## config.mk

```make
export PLATFORM = sky130hd
export DESIGN_NAME = hap_port
export DESIGN_NICKNAME = d
export VERILOG_FILES = /design/src/common/hap_pkg.sv /design/src/rtl/hap_port.sv /design/src/rtl/hap_sync.sv
export SDC_FILE = /design/constraint.sdc
export NUM_CORES = 1
export LEC_CHECK = 0
export BUFFER_PORTS_ARGS = -buffer_cell sky130_fd_sc_hd__buf_2
export CAP_MARGIN = 20
export CORE_UTILIZATION = 40
export DETAILED_ROUTE_END_ITERATION = 12
export PLACE_DENSITY = 0.75
export REMOVE_ABC_BUFFERS = 1
export SLEW_MARGIN = 30
export SYNTH_ARGS = -nofsm -noshare
export SYNTH_HDL_FRONTEND = slang
export SYNTH_SLANG_ARGS = --single-unit
```

## constraint.sdc

```tcl
create_clock -name clock -period 1.65 [get_ports clock]
set_input_delay 0.33 -clock clock [delete_from_list [all_inputs] [get_ports clock]]
set_output_delay 0.33 -clock clock [all_outputs]
set_load 0.05 [all_outputs]
```

## src/common/hap_pkg.sv

```systemverilog
// Package for the host access port: widths, timing constants, carriers, states
package hap_pkg;

  localparam int ADDR_W = 32;
  localparam int DATA_W = 32;
  localparam int MEM_AW = 8;

  // Clock period in picoseconds, 50 MHz
  localparam int CLK_PERIOD_PS = 20000;
  // DT is the deviation of the clock period from 25 ns, in ps
  localparam int DT_PS = CLK_PERIOD_PS - 25000;

  // Least ready-low width for reads: 45 + 21DT/16 ns
  localparam int RD_LOW_MIN_PS = 45000 + (21 * DT_PS) / 16;
  // Least ready-low width for writes: 15 + 7DT/16 ns
  localparam int WR_LOW_MIN_PS = 15000 + (7 * DT_PS) / 16;
  // Least times round up to whole cycles, never below one
  localparam int RD_LOW_CYC_I = (RD_LOW_MIN_PS + CLK_PERIOD_PS - 1) / CLK_PERIOD_PS;
  localparam int WR_LOW_CYC_I = (WR_LOW_MIN_PS + CLK_PERIOD_PS - 1) / CLK_PERIOD_PS;
  localparam logic [3:0] RD_LOW_CYC = 4'(RD_LOW_CYC_I < 1 ? 1 : RD_LOW_CYC_I);
  localparam logic [3:0] WR_LOW_CYC = 4'(WR_LOW_CYC_I < 1 ? 1 : WR_LOW_CYC_I);

  // Address bit that marks multiprocessor memory space when low
  localparam int MMS_BIT = 31;

  // Reset values
  localparam logic [DATA_W-1:0] DATA_RST = 32'h0000_0000;
  localparam logic [3:0] CNT_RST = 4'h0;

  // Host-side strobes, already active-low at the pins
  typedef struct packed {
    logic csN;
    logic busReqN;
    logic rdN;
    logic wrN;
  } hap_strobe_t;

  // Request toward internal memory
  typedef struct packed {
    logic we;
    logic [MEM_AW-1:0] addr;
    logic [DATA_W-1:0] wdata;
  } hap_memreq_t;

  typedef enum logic [3:0] {
    ST_IDLE = 4'b0001,
    ST_READ = 4'b0010,
    ST_WRITE = 4'b0100,
    ST_DONE = 4'b1000
  } hap_state_t;

endpackage

```

## src/rtl/hap_port.sv

```systemverilog
// Asynchronous host access port into internal memory
`timescale 1ns/100ps
module hap_port (
  input wire logic clock, // System clock, 50 MHz
  input wire logic arst_n, // Async reset, active low
  input wire logic openDrainMode, // 1 = ready open drain
  input wire hap_pkg::hap_strobe_t hostStrobe, // Host cs, request, rd, wr
  input wire logic [hap_pkg::ADDR_W-1:0] hostAddr, // Host address
  input wire logic [hap_pkg::DATA_W-1:0] hostDataIn, // Host write data
  input wire logic peerBusReqN, // Peer bus request, low active
  input wire logic corePriorityReqN, // Core priority request, low
  output logic hostBusGrantN, // Grant to host, low active
  output logic hostAccessReady, // Ready level output
  output logic hostAccessReadyOe, // Ready output enable
  output logic [hap_pkg::DATA_W-1:0] hostDataOut, // Read data
  output logic hostDataOe, // Data bus drive enable
  output logic memValid, // Memory request strobe
  output hap_pkg::hap_memreq_t memReq, // Memory request
  input wire logic [hap_pkg::DATA_W-1:0] memRdata // Memory read data, next cycle
);
  import hap_pkg::*;

  // ------------------------------------------------------------
  // Synchronisation of host strobes and peer and core requests
  // ------------------------------------------------------------
  hap_strobe_t syncStrobe;
  logic [1:0] syncReq;
  logic [3:0] syncStrobeBits;
  hap_sync #(.W(4), .RST(4'hf)) uStrobeSync (
    .clock(clock),
    .arst_n(arst_n),
    .din(hostStrobe),
    .dout(syncStrobeBits)
  );
  hap_sync #(.W(2), .RST(2'h3)) uReqSync (
    .clock(clock),
    .arst_n(arst_n),
    .din({peerBusReqN, corePriorityReqN}),
    .dout(syncReq)
  );
  assign syncStrobe = syncStrobeBits;

  // ------------------------------------------------------------
  // Decode
  // ------------------------------------------------------------
  hap_state_t state;
  hap_state_t next_state;
  logic [3:0] lowCnt;
  logic [3:0] next_lowCnt;
  logic hostOwns;
  logic rdActive;
  logic wrActive;
  logic addrLegal;
  logic readyLowMet;
  logic readDataValid;

  // Grant only when no peer or core priority request pending
  assign hostOwns = !syncStrobe.busReqN && !syncStrobe.csN && syncReq == 2'h3;
  assign rdActive = !hostBusGrantN && !syncStrobe.csN && !syncStrobe.rdN;
  assign wrActive = !hostBusGrantN && !syncStrobe.csN && !syncStrobe.wrN;
  // multiprocessor space addresses are not served
  assign addrLegal = hostAddr[MMS_BIT];
  assign readyLowMet = (state == ST_READ) ? (lowCnt >= RD_LOW_CYC) : (lowCnt >= WR_LOW_CYC);

  // Next state
  always_comb
  begin
    next_state = state;
    next_lowCnt = lowCnt;
    case (state)
      ST_IDLE:
      begin
        next_lowCnt = CNT_RST;
        if (rdActive)
          next_state = ST_READ;
        else if (wrActive)
          next_state = ST_WRITE;
      end
      ST_READ, ST_WRITE:
      begin
        if (lowCnt != 4'hf)
          next_lowCnt = lowCnt + 4'h1;
        if (readyLowMet && lowCnt >= 4'h2)
          next_state = ST_DONE;
      end
      ST_DONE:
      begin
        // wait for host to end its strobe
        if (syncStrobe.rdN && syncStrobe.wrN)
          next_state = ST_IDLE;
      end
      default:
        next_state = ST_IDLE;
    endcase
  end

  // ------------------------------------------------------------
  // Registers
  // ------------------------------------------------------------
  always_ff @(posedge clock or negedge arst_n)
  begin
    if (!arst_n)
    begin
      state <= ST_IDLE;
      lowCnt <= CNT_RST;
    end
    else
    begin
      state <= next_state;
      lowCnt <= next_lowCnt;
    end
  end

  // Grant follows the sampled request in ST_IDLE and is held through an access
  always_ff @(posedge clock or negedge arst_n)
  begin
    if (!arst_n)
      hostBusGrantN <= 1'b1;
    else
      hostBusGrantN <= !hostOwns && state == ST_IDLE ? 1'b1 : hostBusGrantN && !hostOwns;
  end

  // Memory request issued on entry to an access
  always_ff @(posedge clock or negedge arst_n)
  begin
    if (!arst_n)
    begin
      memValid <= 1'b0;
      memReq <= '0;
    end
    else
    begin
      memValid <= state == ST_IDLE && (rdActive || wrActive) && addrLegal;
      memReq.we <= !rdActive;
      memReq.addr <= hostAddr[MEM_AW-1:0];
      memReq.wdata <= hostDataIn;
    end
  end

  // read data captured one cycle after request
  assign readDataValid = state == ST_READ && lowCnt == 4'h1;
  always_ff @(posedge clock or negedge arst_n)
  begin
    if (!arst_n)
      hostDataOut <= DATA_RST;
    else if (readDataValid)
      hostDataOut <= addrLegal ? memRdata : DATA_RST;
  end

  // data driven only while the read strobe is low
  always_ff @(posedge clock or negedge arst_n)
  begin
    if (!arst_n)
      hostDataOe <= 1'b0;
    else
      hostDataOe <= (state == ST_READ || state == ST_DONE) && !syncStrobe.rdN && lowCnt >= 4'h1
        || (state == ST_DONE && !syncStrobe.rdN);
  end

  // ------------------------------------------------------------
  // Ready output
  // ------------------------------------------------------------
  logic readyLow;
  // ready low as soon as an access starts
  assign readyLow = next_state == ST_READ || next_state == ST_WRITE;
  always_ff @(posedge clock or negedge arst_n)
  begin
    if (!arst_n)
    begin
      hostAccessReady <= 1'b1;
      hostAccessReadyOe <= 1'b0;
    end
    else
    begin
      hostAccessReady <= !readyLow;
      hostAccessReadyOe <= readyLow || (!openDrainMode && !syncStrobe.csN);
    end
  end
endmodule // hap_port

```

## src/rtl/hap_sync.sv

```systemverilog
// Two-flop synchroniser, one generate loop iteration per bit
`timescale 1ns/100ps
module hap_sync #(
  parameter int W = 4,
  parameter logic [W-1:0] RST = '1
) (
  input wire logic clock, // System clock
  input wire logic arst_n, // Async reset, active low
  input wire logic [W-1:0] din, // Asynchronous input
  output logic [W-1:0] dout // Synchronised output
);

  // ------------------------------------------------------------
  // Per-bit two-stage chain
  // ------------------------------------------------------------
  genvar i;
  generate
    for (i = 0; i < W; i++)
    begin : g_bit
      logic stage1;
      // First stage feeds only the second
      always_ff @(posedge clock or negedge arst_n)
      begin
        if (!arst_n)
        begin
          stage1 <= RST[i];
          dout[i] <= RST[i];
        end
        else
        begin
          stage1 <= din[i];
          dout[i] <= stage1;
        end
      end
    end
  endgenerate

endmodule // hap_sync

```

==> results of run 1 <==
stage by stage:
step	std cells	hold slack [ns]
floorplan	259	0.03441
global placement	534	0.2538
detailed placement	534	0.2602
CTS	551	0.03741
global route	552	0.02932
finish	552	0.05817
state kept, by name, summed over array words and instances (netlist names):
signal	count
memReq	41
hostDataOut	32
lowCnt	4
state	4
uStrobeSync.dout	4
uStrobeSync.g_bit.stage1	4
uReqSync.dout	2
uReqSync.g_bit.stage1	2
hostAccessReady	1
hostAccessReadyOe	1
hostBusGrantN	1
hostDataOe	1
memValid	1
layout make-up:
class                           count  area share, %
Inverter                            4         0.3230
Sequential cell                    98          53.19
Clock buffer                        9          2.665
Clock inverter                      7          2.046
Tap cell                          105          2.826
Timing Repair Buffer              172          19.87
Multi-Input combinational cell    157          19.08
where the power goes:
part           switching, mW  internal, mW  leakage, nW
combinational          0.327         0.130         1.13
sequential            0.0230          2.48         1.05
clock                  0.898         0.749        0.111
total                   1.25          3.36         2.29
logic make-up (layout without fill, tap and decap cells):
family	Yosys count	count (layout)
multiplexers	3	3
adder cells (fa/ha/maj)	4	4
buffers and inverters	17	192
AO/OA/AOI/OAI	45	45
AND/OR/NAND/NOR	104	104
XOR/XNOR	1	1
flip-flops	98	98
repair_timing:
action / in CTS / in global routing
gates resized for setup: 2 / 3
hold buffers: 1 / 0
cloned: 0 / 0
setup endpoints to repair: 2 / 33
buffers inserted: 0 / 1
pin swaps: 0 / 1
endpoints found under the hold margin: 18 / 0
worst paths after layout:
kind,to,cells past startpoint,startpoint
min,uStrobeSync.g_bit[0].stage1,1,hostStrobe[0]
max in group asynchronous,uStrobeSync.g_bit[2].stage1,3,arst_n
min reg2reg,uReqSync.dout[0],0,uReqSync.g_bit[0].stage1
min in group asynchronous,memReq[40],2,arst_n
max reg2reg,hostDataOut[8],6,state[2]
max,hostDataOut[8],6,state[2]
placed cells by master (no fill, tap or decap), types with 2 or more instances in the layout:
cell type,count
a21oi_1,3
or3_1,2
nand2_1,70
buf_2,158
nor3b_1,2
nor2b_1,3
ha_1,3
nand3_1,7
clkbuf_8,9
o21ai_0,3
inv_6,2
nor2_1,8
buf_4,11
mux2i_1,2
inv_8,2
buf_12,2
o21ai_1,21
dfstp_2,15
o21ai_2,11
dfrtp_1,82
inv_1,4
routing by layer:
layer  vias to the layer above  share of wire (%)  track usage (%)  wire, um
li1                       1243                  -                -         -
met4                         0                1.2            4.798        87
met3                         8                7.1            6.039       519
met2                       102                 51            28.24      3721
met1                      1170                 41            20.37      2960
met5                         -                  0                0         0
==> results_tabular.tex, run 1 <==
\begin{tabular}{lr}
\hline
Metric & Value \\
\hline
\multicolumn{2}{l}{\textbf{Outcome}} \\
Result of the run & complete, no violations \\
\multicolumn{2}{l}{\textbf{GRT}} \\
Global-route wire length before repair & 11540 um \\
GRT Overall Usage & 16.82\% \\
Number of antenna violations at the first check in global routing & 0 \\
Total gr overflow & 0 \\
Largest net degree at the start of global routing & 65 \\
Number of global-route vias before repair & 2547 \\
\multicolumn{2}{l}{\textbf{Yosys}} \\
Post-synth EDFFs & 0 \\
Synth Area in Compound Gates & 8.436\% \\
Share of the synthesized area in the top cell type & 60.10\% \\
Leading post-synthesis cells by cell area & dfrtp\_1 60\%, dfstp\_2 11\%, nand2\_1 7.6\% \\
Mean Syn Cell Area & 12.71 um\^{}2 \\
Arithmetic-cell share of the synthesized area counting full adders, half adders and majority gates & 1.448\% \\
Most common flop cell mapped by yosys & dfrtp\_1 \\
Count of mapped cells out of synthesis & 272 \\
Multiplexer share of the synthesized area & 0.9051\% \\
Area of the mapped netlist & 3456 um\^{}2 \\
Post-Synth XOR/XNOR Area & 0.2534\% \\
Most common cell in the synthesized netlist & dfrtp\_1 \\
Largest area contributor in the synthesized netlist & dfrtp\_1 \\
Yosys Warn Count & 0 \\
Yosys cell types & 39 \\
Post-Synth Simple-Gate Area & 14.12\% \\
Number of synthesized register bits & 98 \\
Main combinational cell family by area after synthesis & simple AND/OR/NAND/NOR gates \\
Sequential element share of the synthesized area & 71.51\% \\
Share of flip-flops with an asynchronous set or reset after synthesis & 100.0\% \\
Most frequent cells after synthesis & 83 x dfrtp\_1, 70 x nand2\_1, 21 x o21ai\_1, 15 x dfstp\_2, 11 x o21ai\_2 \\
\multicolumn{2}{l}{\textbf{Finish}} \\
Growth of design area from synthesis to finish & 34.50\% \\
Layout cell share with drive strength beyond 1 & 50.11\% \\
Register area & 2472 um\^{}2 \\
Post-route cell area & 4648 um\^{}2 \\
Area of the multi-input gates & 887.1 um\^{}2 \\
Diodes inserted & 0 \\
Layout Utilization & 56.01\% \\
Number of fill cells in the layout & 739 \\
Number of nets in the final layout & 551 \\
\multicolumn{2}{l}{\textbf{Routing}} \\
Final Routed Wirelength & 7288 um \\
Final routed DRC violation total & 0 \\
Via count & 2523 \\
Number of iterations in the first detailed-routing pass & 4 \\
Final routed wire length divided by cell count & 13.20 um \\
Via density & 4.571 \\
Initial drt markers & 89 \\
Remaining number of nets flagged by the antenna check after routing & 0 \\
\multicolumn{2}{l}{\textbf{Setup path}} \\
Worst-path fanout max & 64 \\
Kind of cell adding the most delay to the critical path & flip-flops \\
Largest stage delay on the critical path & 0.50 ns \\
Nature of the critical path startpoint & register \\
Setup slack of the worst register-to-register path & 0.06 ns \\
Slowest library cell on the worst path & dfrtp\_2 \\
Critical setup path kind & reg2reg \\
Cell chain of the critical path & nor4b\_4 > buf\_4 > nand3\_4 > buf\_12 > nand2\_1 > o21ai\_1 \\
Element type at the critical path end & register \\
Count of buffer and inverter cells on the critical path & 2 \\
Required time of the critical path & 1.88 ns \\
Arrival time at the worst endpoint & 1.82 ns \\
\multicolumn{2}{l}{\textbf{Place}} \\
Cell area reported after detailed placement & 4393 um\^{}2 \\
DP HPWL & 5397 um \\
Placement-stage worst setup slack & -0.05079 ns \\
IO Port Bufs & 159 \\
GPL Wtd Cong & 0.8060 \\
\multicolumn{2}{l}{\textbf{Pwr}} \\
Overall Power & 4.609 mW \\
Static power due to leakage & 2.291 nW \\
Power per Cell Area & 991.6 nW/um\^{}2 \\
IR drop worst, VDD & 0.8391 mV \\
\multicolumn{2}{l}{\textbf{Clock tree}} \\
Sinks on Clock Net & 98 \\
Clock insertion delay at the later pin of the skew report & 0.36 ns \\
Clock Root Buffer & clkbuf\_8 \\
Buffers from clock root to sink, at most & 2 \\
Depth of the CTS H-tree & 3 \\
CTS tree & done \\
Clock-pin transition on the worst setup and hold timing paths & 0.10 ns \\
Clock buffers created by TritonCTS & 9 \\
\multicolumn{2}{l}{\textbf{Timing}} \\
Final worst path period share & 96.28\% \\
Max-slew headroom at the worst pin & 60.18\% \\
Total Negative Setup Slacks & 0 ns \\
Number of max-slew violations in the final report & 0 \\
Final worst-path setup slack & 0.06136 ns \\
Slew of the pin with the lowest slew margin & 0.5974 ns \\
Maximum clock rate & 629.5 MHz \\
Final-report setup violation count & 0 \\
Final Skew & 0.01178 ns \\
Shortest period the worst path allows & 1.589 ns \\
RSZ-0062 raised after global routing & false \\
Final hold violation count & 0 \\
\multicolumn{2}{l}{\textbf{Floorplan}} \\
Die height & 94.95 um \\
Overall die width & 94.95 um \\
Standard-cell row count & 33 \\
Ports & 183 \\
Total Die Area & 9016 um\^{}2 \\
Effective utilization at floorplan & 41.64\% \\
Std-Cell Core Area & 8299 um\^{}2 \\
\multicolumn{2}{l}{\textbf{Worst hold path}} \\
Hold WC Path Type & in2reg \\
\multicolumn{2}{l}{\textbf{Run}} \\
Number of violations of the max-capacitance limit & 0 \\
\hline
\end{tabular}
Note: power is estimated with default switching activity, not from simulation.
==> inputs of run 2 (changes only) <==
- REMOVE_ABC_BUFFERS: 1 -> unset
==> run 2 against run 1 <==
  * Sequential share of layout area shrank 0.27 points
  * Utilization grew 0.29 points
  * Clock power shrank 12%
==> results_tabular.tex, run 2 (synthesized netlist as in run 1, its figures left out) <==
\begin{tabular}{lr}
\hline
Metric & Value \\
\hline
\multicolumn{2}{l}{\textbf{Finish}} \\
Diodes inserted & 0 (unchanged) \\
Register area & 2472 um\^{}2 (unchanged) \\
Layout cell share with drive strength beyond 1 & 51.78\% (was 50.11\%) \\
Number of nets in the final layout & 554 (was 551) \\
Area of the multi-input gates & 910.9 um\^{}2 (was 887.1 um\^{}2) \\
Post-route cell area & 4672 um\^{}2 (was 4648 um\^{}2) \\
Registers with the most flip-flops & memReq (41), hostDataOut (32) (unchanged) \\
Most used cells in the layout excluding fill and tap cells & 158 x buf\_2, 82 x dfrtp\_1, 70 x nand2\_1 (unchanged) \\
Register bank with the most flops & memReq (unchanged) \\
Growth of design area from synthesis to finish & 35.19\% (was 34.50\%) \\
Number of fill cells in the layout & 714 (was 739) \\
Most common cell after layout, fill and taps aside & buf\_2 (unchanged) \\
Flip-flop count of the largest register, all copies and words added & 41 (unchanged) \\
Finished Layout Cells & 555 (was 552) \\
Layout Utilization & 56.29\% (was 56.01\%) \\
\multicolumn{2}{l}{\textbf{Pwr}} \\
Power per Cell Area & 944.3 nW/um\^{}2 (was 991.6 nW/um\^{}2) \\
Logic gate share of total power & 10.5\% (was 9.9\%) \\
Relative contribution of sequential cells to total power & 56.7\% (was 54.4\%) \\
Overall Power & 4.412 mW (was 4.609 mW) \\
Clk network pwr share & 32.8\% (was 35.7\%) \\
Fraction of power spent switching nets & 27.62\% (was 27.07\%) \\
IR drop worst, VDD & 0.8508 mV (was 0.8391 mV) \\
Internal power & 3.193 mW (was 3.361 mW) \\
Static power due to leakage & 2.295 nW (was 2.291 nW) \\
Switching power summed over all nets & 1.218 mW (was 1.248 mW) \\
\multicolumn{2}{l}{\textbf{Timing}} \\
Max-slew headroom at the worst pin & 60.80\% (was 60.18\%) \\
Shortest period the worst path allows & 1.605 ns (was 1.589 ns) \\
Total Negative Setup Slacks & 0 ns (unchanged) \\
Final worst-path setup slack & 0.04452 ns (was 0.06136 ns) \\
Maximum clock rate & 622.9 MHz (was 629.5 MHz) \\
Number of max-slew violations in the final report & 0 (unchanged) \\
Final Skew & 0.01039 ns (was 0.01178 ns) \\
Final hold violation count & 0 (unchanged) \\
Final worst path period share & 97.30\% (was 96.28\%) \\
Slew of the pin with the lowest slew margin & 0.5880 ns (was 0.5974 ns) \\
Hold Slack & 0.06818 ns (was 0.05817 ns) \\
Final-report setup violation count & 0 (unchanged) \\
\multicolumn{2}{l}{\textbf{Setup path}} \\
Worst-path fanout max & 4 (was 64) \\
Critical setup path kind & reg2reg (unchanged) \\
Required time of the critical path & 1.85 ns (was 1.88 ns) \\
Largest stage delay on the critical path & 0.49 ns (was 0.50 ns) \\
Cell chain of the critical path & inv\_2 > ha\_2 > or4b\_4 > nand3b\_1 > a2111oi\_0 (was nor4b\_4 > buf\_4 > nand3\_4 > buf\_12 > nand2\_1 > o21ai\_1) \\
Element type at the critical path end & register (unchanged) \\
Launch point of the worst path & lowCnt[1] (was state[2]) \\
Count of buffer and inverter cells on the critical path & 1 (was 2) \\
Reg2reg path depth & 5 (was 6) \\
Nature of the critical path startpoint & register (unchanged) \\
Setup slack of the worst register-to-register path & 0.04 ns (was 0.06 ns) \\
Arrival time at the worst endpoint & 1.80 ns (was 1.82 ns) \\
Kind of cell adding the most delay to the critical path & compound AO/OA/AOI/OAI gates (was flip-flops) \\
End of the worst register-to-register path & hostDataOe (was hostDataOut[8]) \\
Total stage count of the critical path & 5 (was 6) \\
Slowest library cell on the worst path & a2111oi\_0 (was dfrtp\_2) \\
Start of the worst register-to-register path & lowCnt[1] (was state[2]) \\
CP Capture Point & hostDataOe (was hostDataOut[8]) \\
\multicolumn{2}{l}{\textbf{Place}} \\
GPL Wtd Cong & 0.8510 (was 0.8060) \\
IO Port Bufs & 159 (unchanged) \\
DP HPWL & 5204 um (was 5397 um) \\
Cell area reported after detailed placement & 4422 um\^{}2 (was 4393 um\^{}2) \\
Placement-stage worst setup slack & 0.006852 ns (was -0.05079 ns) \\
Number of instances in the placed design & 534 (unchanged) \\
\multicolumn{2}{l}{\textbf{Floorplan}} \\
Standard-cell row count & 33 (unchanged) \\
Total Die Area & 9016 um\^{}2 (unchanged) \\
Effective utilization at floorplan & 41.64\% (unchanged) \\
Overall die width & 94.95 um (unchanged) \\
Ports & 183 (unchanged) \\
Std-Cell Core Area & 8299 um\^{}2 (unchanged) \\
Die height & 94.95 um (unchanged) \\
\multicolumn{2}{l}{\textbf{Worst hold path}} \\
Hold WC Path Type & in2reg (unchanged) \\
Hold path cells & 1 (unchanged) \\
Hold\_sp & corePriorityReqN (was hostStrobe[0]) \\
\multicolumn{2}{l}{\textbf{Routing}} \\
Initial drt markers & 120 (was 89) \\
Via count & 2529 (was 2523) \\
Final Routed Wirelength & 7257 um (was 7288 um) \\
Remaining number of nets flagged by the antenna check after routing & 0 (unchanged) \\
Number of iterations in the first detailed-routing pass & 4 (unchanged) \\
Final routed DRC violation total & 0 (unchanged) \\
Via density & 4.557 (was 4.571) \\
Final routed wire length divided by cell count & 13.08 um (was 13.20 um) \\
\multicolumn{2}{l}{\textbf{GRT}} \\
Number of global-route vias before repair & 2376 (was 2547) \\
Largest net degree at the start of global routing & 54 (was 65) \\
Number of antenna violations at the first check in global routing & 0 (unchanged) \\
Global-route wire length before repair & 10810 um (was 11540 um) \\
GRT Overall Usage & 15.90\% (was 16.82\%) \\
Total gr overflow & 0 (unchanged) \\
\multicolumn{2}{l}{\textbf{Outcome}} \\
Result of the run & complete, no violations (unchanged) \\
\multicolumn{2}{l}{\textbf{Clock tree}} \\
Clock Root Buffer & clkbuf\_8 (unchanged) \\
Clock insertion delay at the later pin of the skew report & 0.35 ns (was 0.36 ns) \\
Buffers from clock root to sink, at most & 2 (unchanged) \\
CTS tree & done (unchanged) \\
Clock buffers created by TritonCTS & 9 (unchanged) \\
Clock-pin transition on the worst setup and hold timing paths & 0.10 ns (about the same) \\
Depth of the CTS H-tree & 3 (unchanged) \\
Sinks on Clock Net & 98 (unchanged) \\
\multicolumn{2}{l}{\textbf{Yosys}} \\
Syn\_nets & 381 \\
\multicolumn{2}{l}{\textbf{Run}} \\
Number of violations of the max-capacitance limit & 0 (unchanged) \\
\hline
\end{tabular}
run 2: cell types whose count changed in the layout (fill, tap and decap cells not counted), sizes merged:
| cell | previous run | this run |
|---|---|---|
| buf | 171 | 174 |
| bufinv | 1 | 0 |
| clkinv | 2 | 1 |
| clkinvlp | 0 | 2 |
run 2: cell type report:
class / instances / share of cell area [%]
flip-flops and latches: 98 / 52.92
well taps: 105 / 2.812
clock buffers: 9 / 2.651
inverters: 4 / 0.3214
multi-input cells: 157 / 19.50
repair buffers: 175 / 20.51
clock inverters: 7 / 1.285
run 2: worst min path at each step:
stage	end	slack [ns]
CTS	uReqSync.g_bit[0].stage1	0.05
global placement	hostDataOut[23]	0.15
finish	uReqSync.g_bit[0].stage1	0.07
global route	uStrobeSync.g_bit[2].stage1	0.04
detailed placement	hostDataOut[23]	0.16
floorplan	hostAccessReadyOe	0.03
run 2: repair_timing:
action                     CTS  global route
cloned                       0             0
hold endpoints to repair     5             0
buffers inserted             0             4
pin swaps                    0             6
hold buffers                 1             0
resized for setup            1             8
setup endpoints to repair    1             6
run 2: power groups by stage:
stage,sequential [mW],combinational (mW),clock [mW]
2_1_floorplan,2.75,0.0427,0
4_1_cts,2.50,0.469,1.51
3_3_place_gp,2.55,0.460,0
3_5_place_dp,2.55,0.466,0
6_report,2.50,0.462,1.45
5_1_grt,2.51,0.497,1.60
run 2: per-layer routing:
| layer | global-route usage [%] | vias up | wire length [um] |
|---|---|---|---|
| met1 | 19.41 | 1163 | 2998 |
| met2 | 25.60 | 121 | 3504 |
| met3 | 5.556 | 7 | 638 |
| met5 | 0 | - | 0 |
| met4 | 6.692 | 0 | 115 |
| li1 | - | 1238 | - |
==> inputs of run 3 (changes only) <==
- SYNTH_HIERARCHICAL: unset -> 1
==> run 3 against run 2 <==
  * First-iteration DRC count down 14%
  * Wire length grew 3.4%
  * Register-to-register slack is essentially flat
  * Final area is 1.6% higher
  * Largest power group unchanged
  * Synthesized area is 2.1% higher
  * Final cell count shrank 1.3%
  * Synthesized cell count fell by 2.9%
  * Worst hold slack worse by 0.047 ns
  * Clock-buffer cell count unchanged
  * Largest cell class unchanged
  * Sequential power rose by 5%
  * Clock skew grew 0.00056 ns
==> results_tabular.tex, run 3 <==
\begin{tabular}{lr}
\hline
Metric & Value \\
\hline
\multicolumn{2}{l}{\textbf{Clock tree}} \\
CTS tree & done (unchanged) \\
Buffers from clock root to sink, at most & 2 (unchanged) \\
Clock insertion delay at the later pin of the skew report & 0.35 ns (about the same) \\
Depth of the CTS H-tree & 3 (unchanged) \\
Sinks on Clock Net & 98 (unchanged) \\
Clock Root Buffer & clkbuf\_8 (unchanged) \\
Clock buffers created by TritonCTS & 9 (unchanged) \\
Post-CTS setup repair buffer count & 0 (unchanged) \\
Clock-pin transition on the worst setup and hold timing paths & 0.10 ns (about the same) \\
\multicolumn{2}{l}{\textbf{Routing}} \\
Number of iterations in the first detailed-routing pass & 4 (unchanged) \\
Via count & 2487 (was 2529) \\
Initial drt markers & 103 (was 120) \\
Remaining number of nets flagged by the antenna check after routing & 0 (unchanged) \\
Final routed DRC violation total & 0 (unchanged) \\
Final Routed Wirelength & 7503 um (was 7257 um) \\
Final routed wire length divided by cell count & 13.69 um (was 13.08 um) \\
Via density & 4.538 (was 4.557) \\
\multicolumn{2}{l}{\textbf{Yosys}} \\
Most common flop cell mapped by yosys & dfrtp\_1 (unchanged) \\
Area of the mapped netlist & 3527 um\^{}2 (was 3456 um\^{}2) \\
Most frequent cells after synthesis & 83 x dfrtp\_1, 36 x inv\_1, 35 x nand2\_1, 32 x mux2i\_1, 15 x dfstp\_2 (was 83 x dfrtp\_1, 70 x nand2\_1, 21 x o21ai\_1, 15 x dfstp\_2, 11 x o21ai\_2) \\
Post-synth EDFFs & 0 (unchanged) \\
Share of flip-flops with an asynchronous set or reset after synthesis & 100.0\% (unchanged) \\
Yosys Warn Count & 6 (was 0) \\
Yosys cell types & 41 (was 39) \\
Leading post-synthesis cells by cell area & dfrtp\_1 59\%, dfstp\_2 11\%, mux2i\_1 9.1\% (was dfrtp\_1 60\%, dfstp\_2 11\%, nand2\_1 7.6\%) \\
Count of mapped cells out of synthesis & 264 (was 272) \\
Syn\_nets & 373 (was 381) \\
Number of synthesized register bits & 98 (unchanged) \\
Share of the synthesized area in the top cell type & 58.89\% (was 60.10\%) \\
Sequential element share of the synthesized area & 70.06\% (was 71.51\%) \\
Largest area contributor in the synthesized netlist & dfrtp\_1 (unchanged) \\
Most common cell in the synthesized netlist & dfrtp\_1 (unchanged) \\
Mean Syn Cell Area & 13.36 um\^{}2 (was 12.71 um\^{}2) \\
\multicolumn{2}{l}{\textbf{Setup path}} \\
Reg2reg path depth & 5 (unchanged) \\
Required time of the critical path & 1.88 ns (was 1.85 ns) \\
End of the worst register-to-register path & hostAccessReadyOe (was hostDataOe) \\
Arrival time at the worst endpoint & 1.83 ns (was 1.80 ns) \\
Setup slack of the worst register-to-register path & 0.05 ns (was 0.04 ns) \\
Critical setup path kind & reg2reg (unchanged) \\
Start of the worst register-to-register path & lowCnt[0] (was lowCnt[1]) \\
Nature of the critical path startpoint & register (unchanged) \\
Element type at the critical path end & register (unchanged) \\
Worst-path fanout max & 4 (unchanged) \\
\multicolumn{2}{l}{\textbf{Finish}} \\
Diodes inserted & 0 (unchanged) \\
Growth of design area from synthesis to finish & 34.59\% (was 35.19\%) \\
Number of nets in the final layout & 547 (was 554) \\
Registers with the most flip-flops & memReq (41), hostDataOut (32) (unchanged) \\
Most used cells in the layout excluding fill and tap cells & 158 x buf\_2, 82 x dfrtp\_1, 35 x inv\_1, 35 x nand2\_1, 31 x mux2i\_1 (was 158 x buf\_2, 82 x dfrtp\_1, 70 x nand2\_1) \\
Layout cell share with drive strength beyond 1 & 48.31\% (was 51.78\%) \\
Layout Utilization & 56.64\% (was 56.29\%) \\
Register bank with the most flops & memReq (unchanged) \\
Most common cell after layout, fill and taps aside & buf\_2 (unchanged) \\
Flip-flop count of the largest register, all copies and words added & 41 (unchanged) \\
Post-route cell area & 4747 um\^{}2 (was 4672 um\^{}2) \\
\multicolumn{2}{l}{\textbf{Timing}} \\
Final hold violation count & 0 (unchanged) \\
Shortest period the worst path allows & 1.605 ns (about the same) \\
Final worst-path setup slack & 0.04530 ns (was 0.04452 ns) \\
Final worst path period share & 97.25\% (was 97.30\%) \\
Slew of the pin with the lowest slew margin & 0.5076 ns (was 0.5880 ns) \\
Final Skew & 0.01094 ns (was 0.01039 ns) \\
Number of max-slew violations in the final report & 0 (unchanged) \\
Hold Slack & 0.02140 ns (was 0.06818 ns) \\
Final-report setup violation count & 0 (unchanged) \\
Max-slew headroom at the worst pin & 66.16\% (was 60.80\%) \\
Maximum clock rate & 623.2 MHz (was 622.9 MHz) \\
Total Negative Setup Slacks & 0 ns (unchanged) \\
\multicolumn{2}{l}{\textbf{Pwr}} \\
Power per Cell Area & 1059 nW/um\^{}2 (was 944.3 nW/um\^{}2) \\
IR drop worst, VDD & 0.5803 mV (was 0.8508 mV) \\
Static power due to leakage & 2.659 nW (was 2.295 nW) \\
\multicolumn{2}{l}{\textbf{Floorplan}} \\
Total Die Area & 9198 um\^{}2 (was 9016 um\^{}2) \\
Standard-cell row count & 33 (unchanged) \\
Effective utilization at floorplan & 42.08\% (was 41.64\%) \\
Die height & 95.91 um (was 94.95 um) \\
Overall die width & 95.91 um (was 94.95 um) \\
Std-Cell Core Area & 8382 um\^{}2 (was 8299 um\^{}2) \\
Ports & 183 (unchanged) \\
\multicolumn{2}{l}{\textbf{GRT}} \\
Global-route wire length before repair & 11500 um (was 10810 um) \\
GRT Overall Usage & 16.99\% (was 15.90\%) \\
Total gr overflow & 0 (unchanged) \\
Number of antenna violations at the first check in global routing & 0 (unchanged) \\
Largest net degree at the start of global routing & 99 (was 54) \\
Number of global-route vias before repair & 2486 (was 2376) \\
\multicolumn{2}{l}{\textbf{Place}} \\
Cell area reported after detailed placement & 4531 um\^{}2 (was 4422 um\^{}2) \\
Placement-stage worst setup slack & -0.06938 ns (was 0.006852 ns) \\
IO Port Bufs & 159 (unchanged) \\
GPL Wtd Cong & 0.7922 (was 0.8510) \\
DP HPWL & 5341 um (was 5204 um) \\
\multicolumn{2}{l}{\textbf{Worst hold path}} \\
Hold WC Path Type & in2async (was in2reg) \\
\multicolumn{2}{l}{\textbf{Outcome}} \\
Result of the run & complete, no violations (unchanged) \\
\multicolumn{2}{l}{\textbf{Run}} \\
Number of violations of the max-capacitance limit & 0 (unchanged) \\
\hline
\end{tabular}
## run 3: worst max-delay path: stages, from the launching register on
cell	delay [ns]
dfrtp_1	0.40
inv_2	0.08
ha_1	0.20
or4b_4	0.23
a21boi_4	0.06
or4_1	0.51
## run 3: final cells by class
type,count,area [um^2]
clock buffer,9,123.9
multi-input combinational,122,898.4
clock inverter,7,60.06
inverter,36,135.1
tap,105,131.4
timing repair buffer,171,925.9
fill,721,3635
sequential,98,2472
## run 3: kinds of logic (layout without fill, tap and decap cells)
logic type      count (synthesis)  count (layout)  synth area share [%]
flops                          98              98                 70.06
simple gates                   69              69                 10.29
buf+inv                        44             223                 5.356
mux                            34              34                 9.720
compound gates                 13              13                 2.661
fa+ha+maj                       4               4                 1.419
xor+xnor                        2               2                0.4967
## run 3: repair_timing
item	4_1_cts	5_1_grt
pin swaps	0	5
gates resized for setup	4	5
hold buffers	0	0
setup endpoints to repair	3	8
## run 3: report_power, final
group          switching [mW]  internal [mW]
combinational           0.674          0.293
clock                   0.858          0.575
sequential             0.0658           2.56
## run 3: metrics by stage
stage | total power, mW | cells
3_5_place_dp | 3.647 | 532
3_3_place_gp | 3.622 | 532
2_1_floorplan | 3.261 | 264
4_1_cts | 5.100 | 548
6_report | 5.027 | 548
5_1_grt | 5.274 | 548
## run 3: worst max path at each step
stage	from	endpoint	slack (ns)	cells past startpoint
2_1_floorplan	lowCnt[1]	hostAccessReadyOe	0.01	5
3_3_place_gp	lowCnt[0]	hostAccessReadyOe	-0.009	4
3_5_place_dp	lowCnt[0]	hostAccessReadyOe	-0.07	4
4_1_cts	lowCnt[0]	hostAccessReadyOe	0.01	5
5_1_grt	lowCnt[0]	hostAccessReadyOe	-0.03	5
6_report	lowCnt[0]	hostAccessReadyOe	0.05	5
## run 3: routing by layer
metal	share of wire, %	GRT usage [%]
met5	0	0
met4	1.3	7.338
met3	6.6	4.739
met2	50	27.02
met1	42	21.83
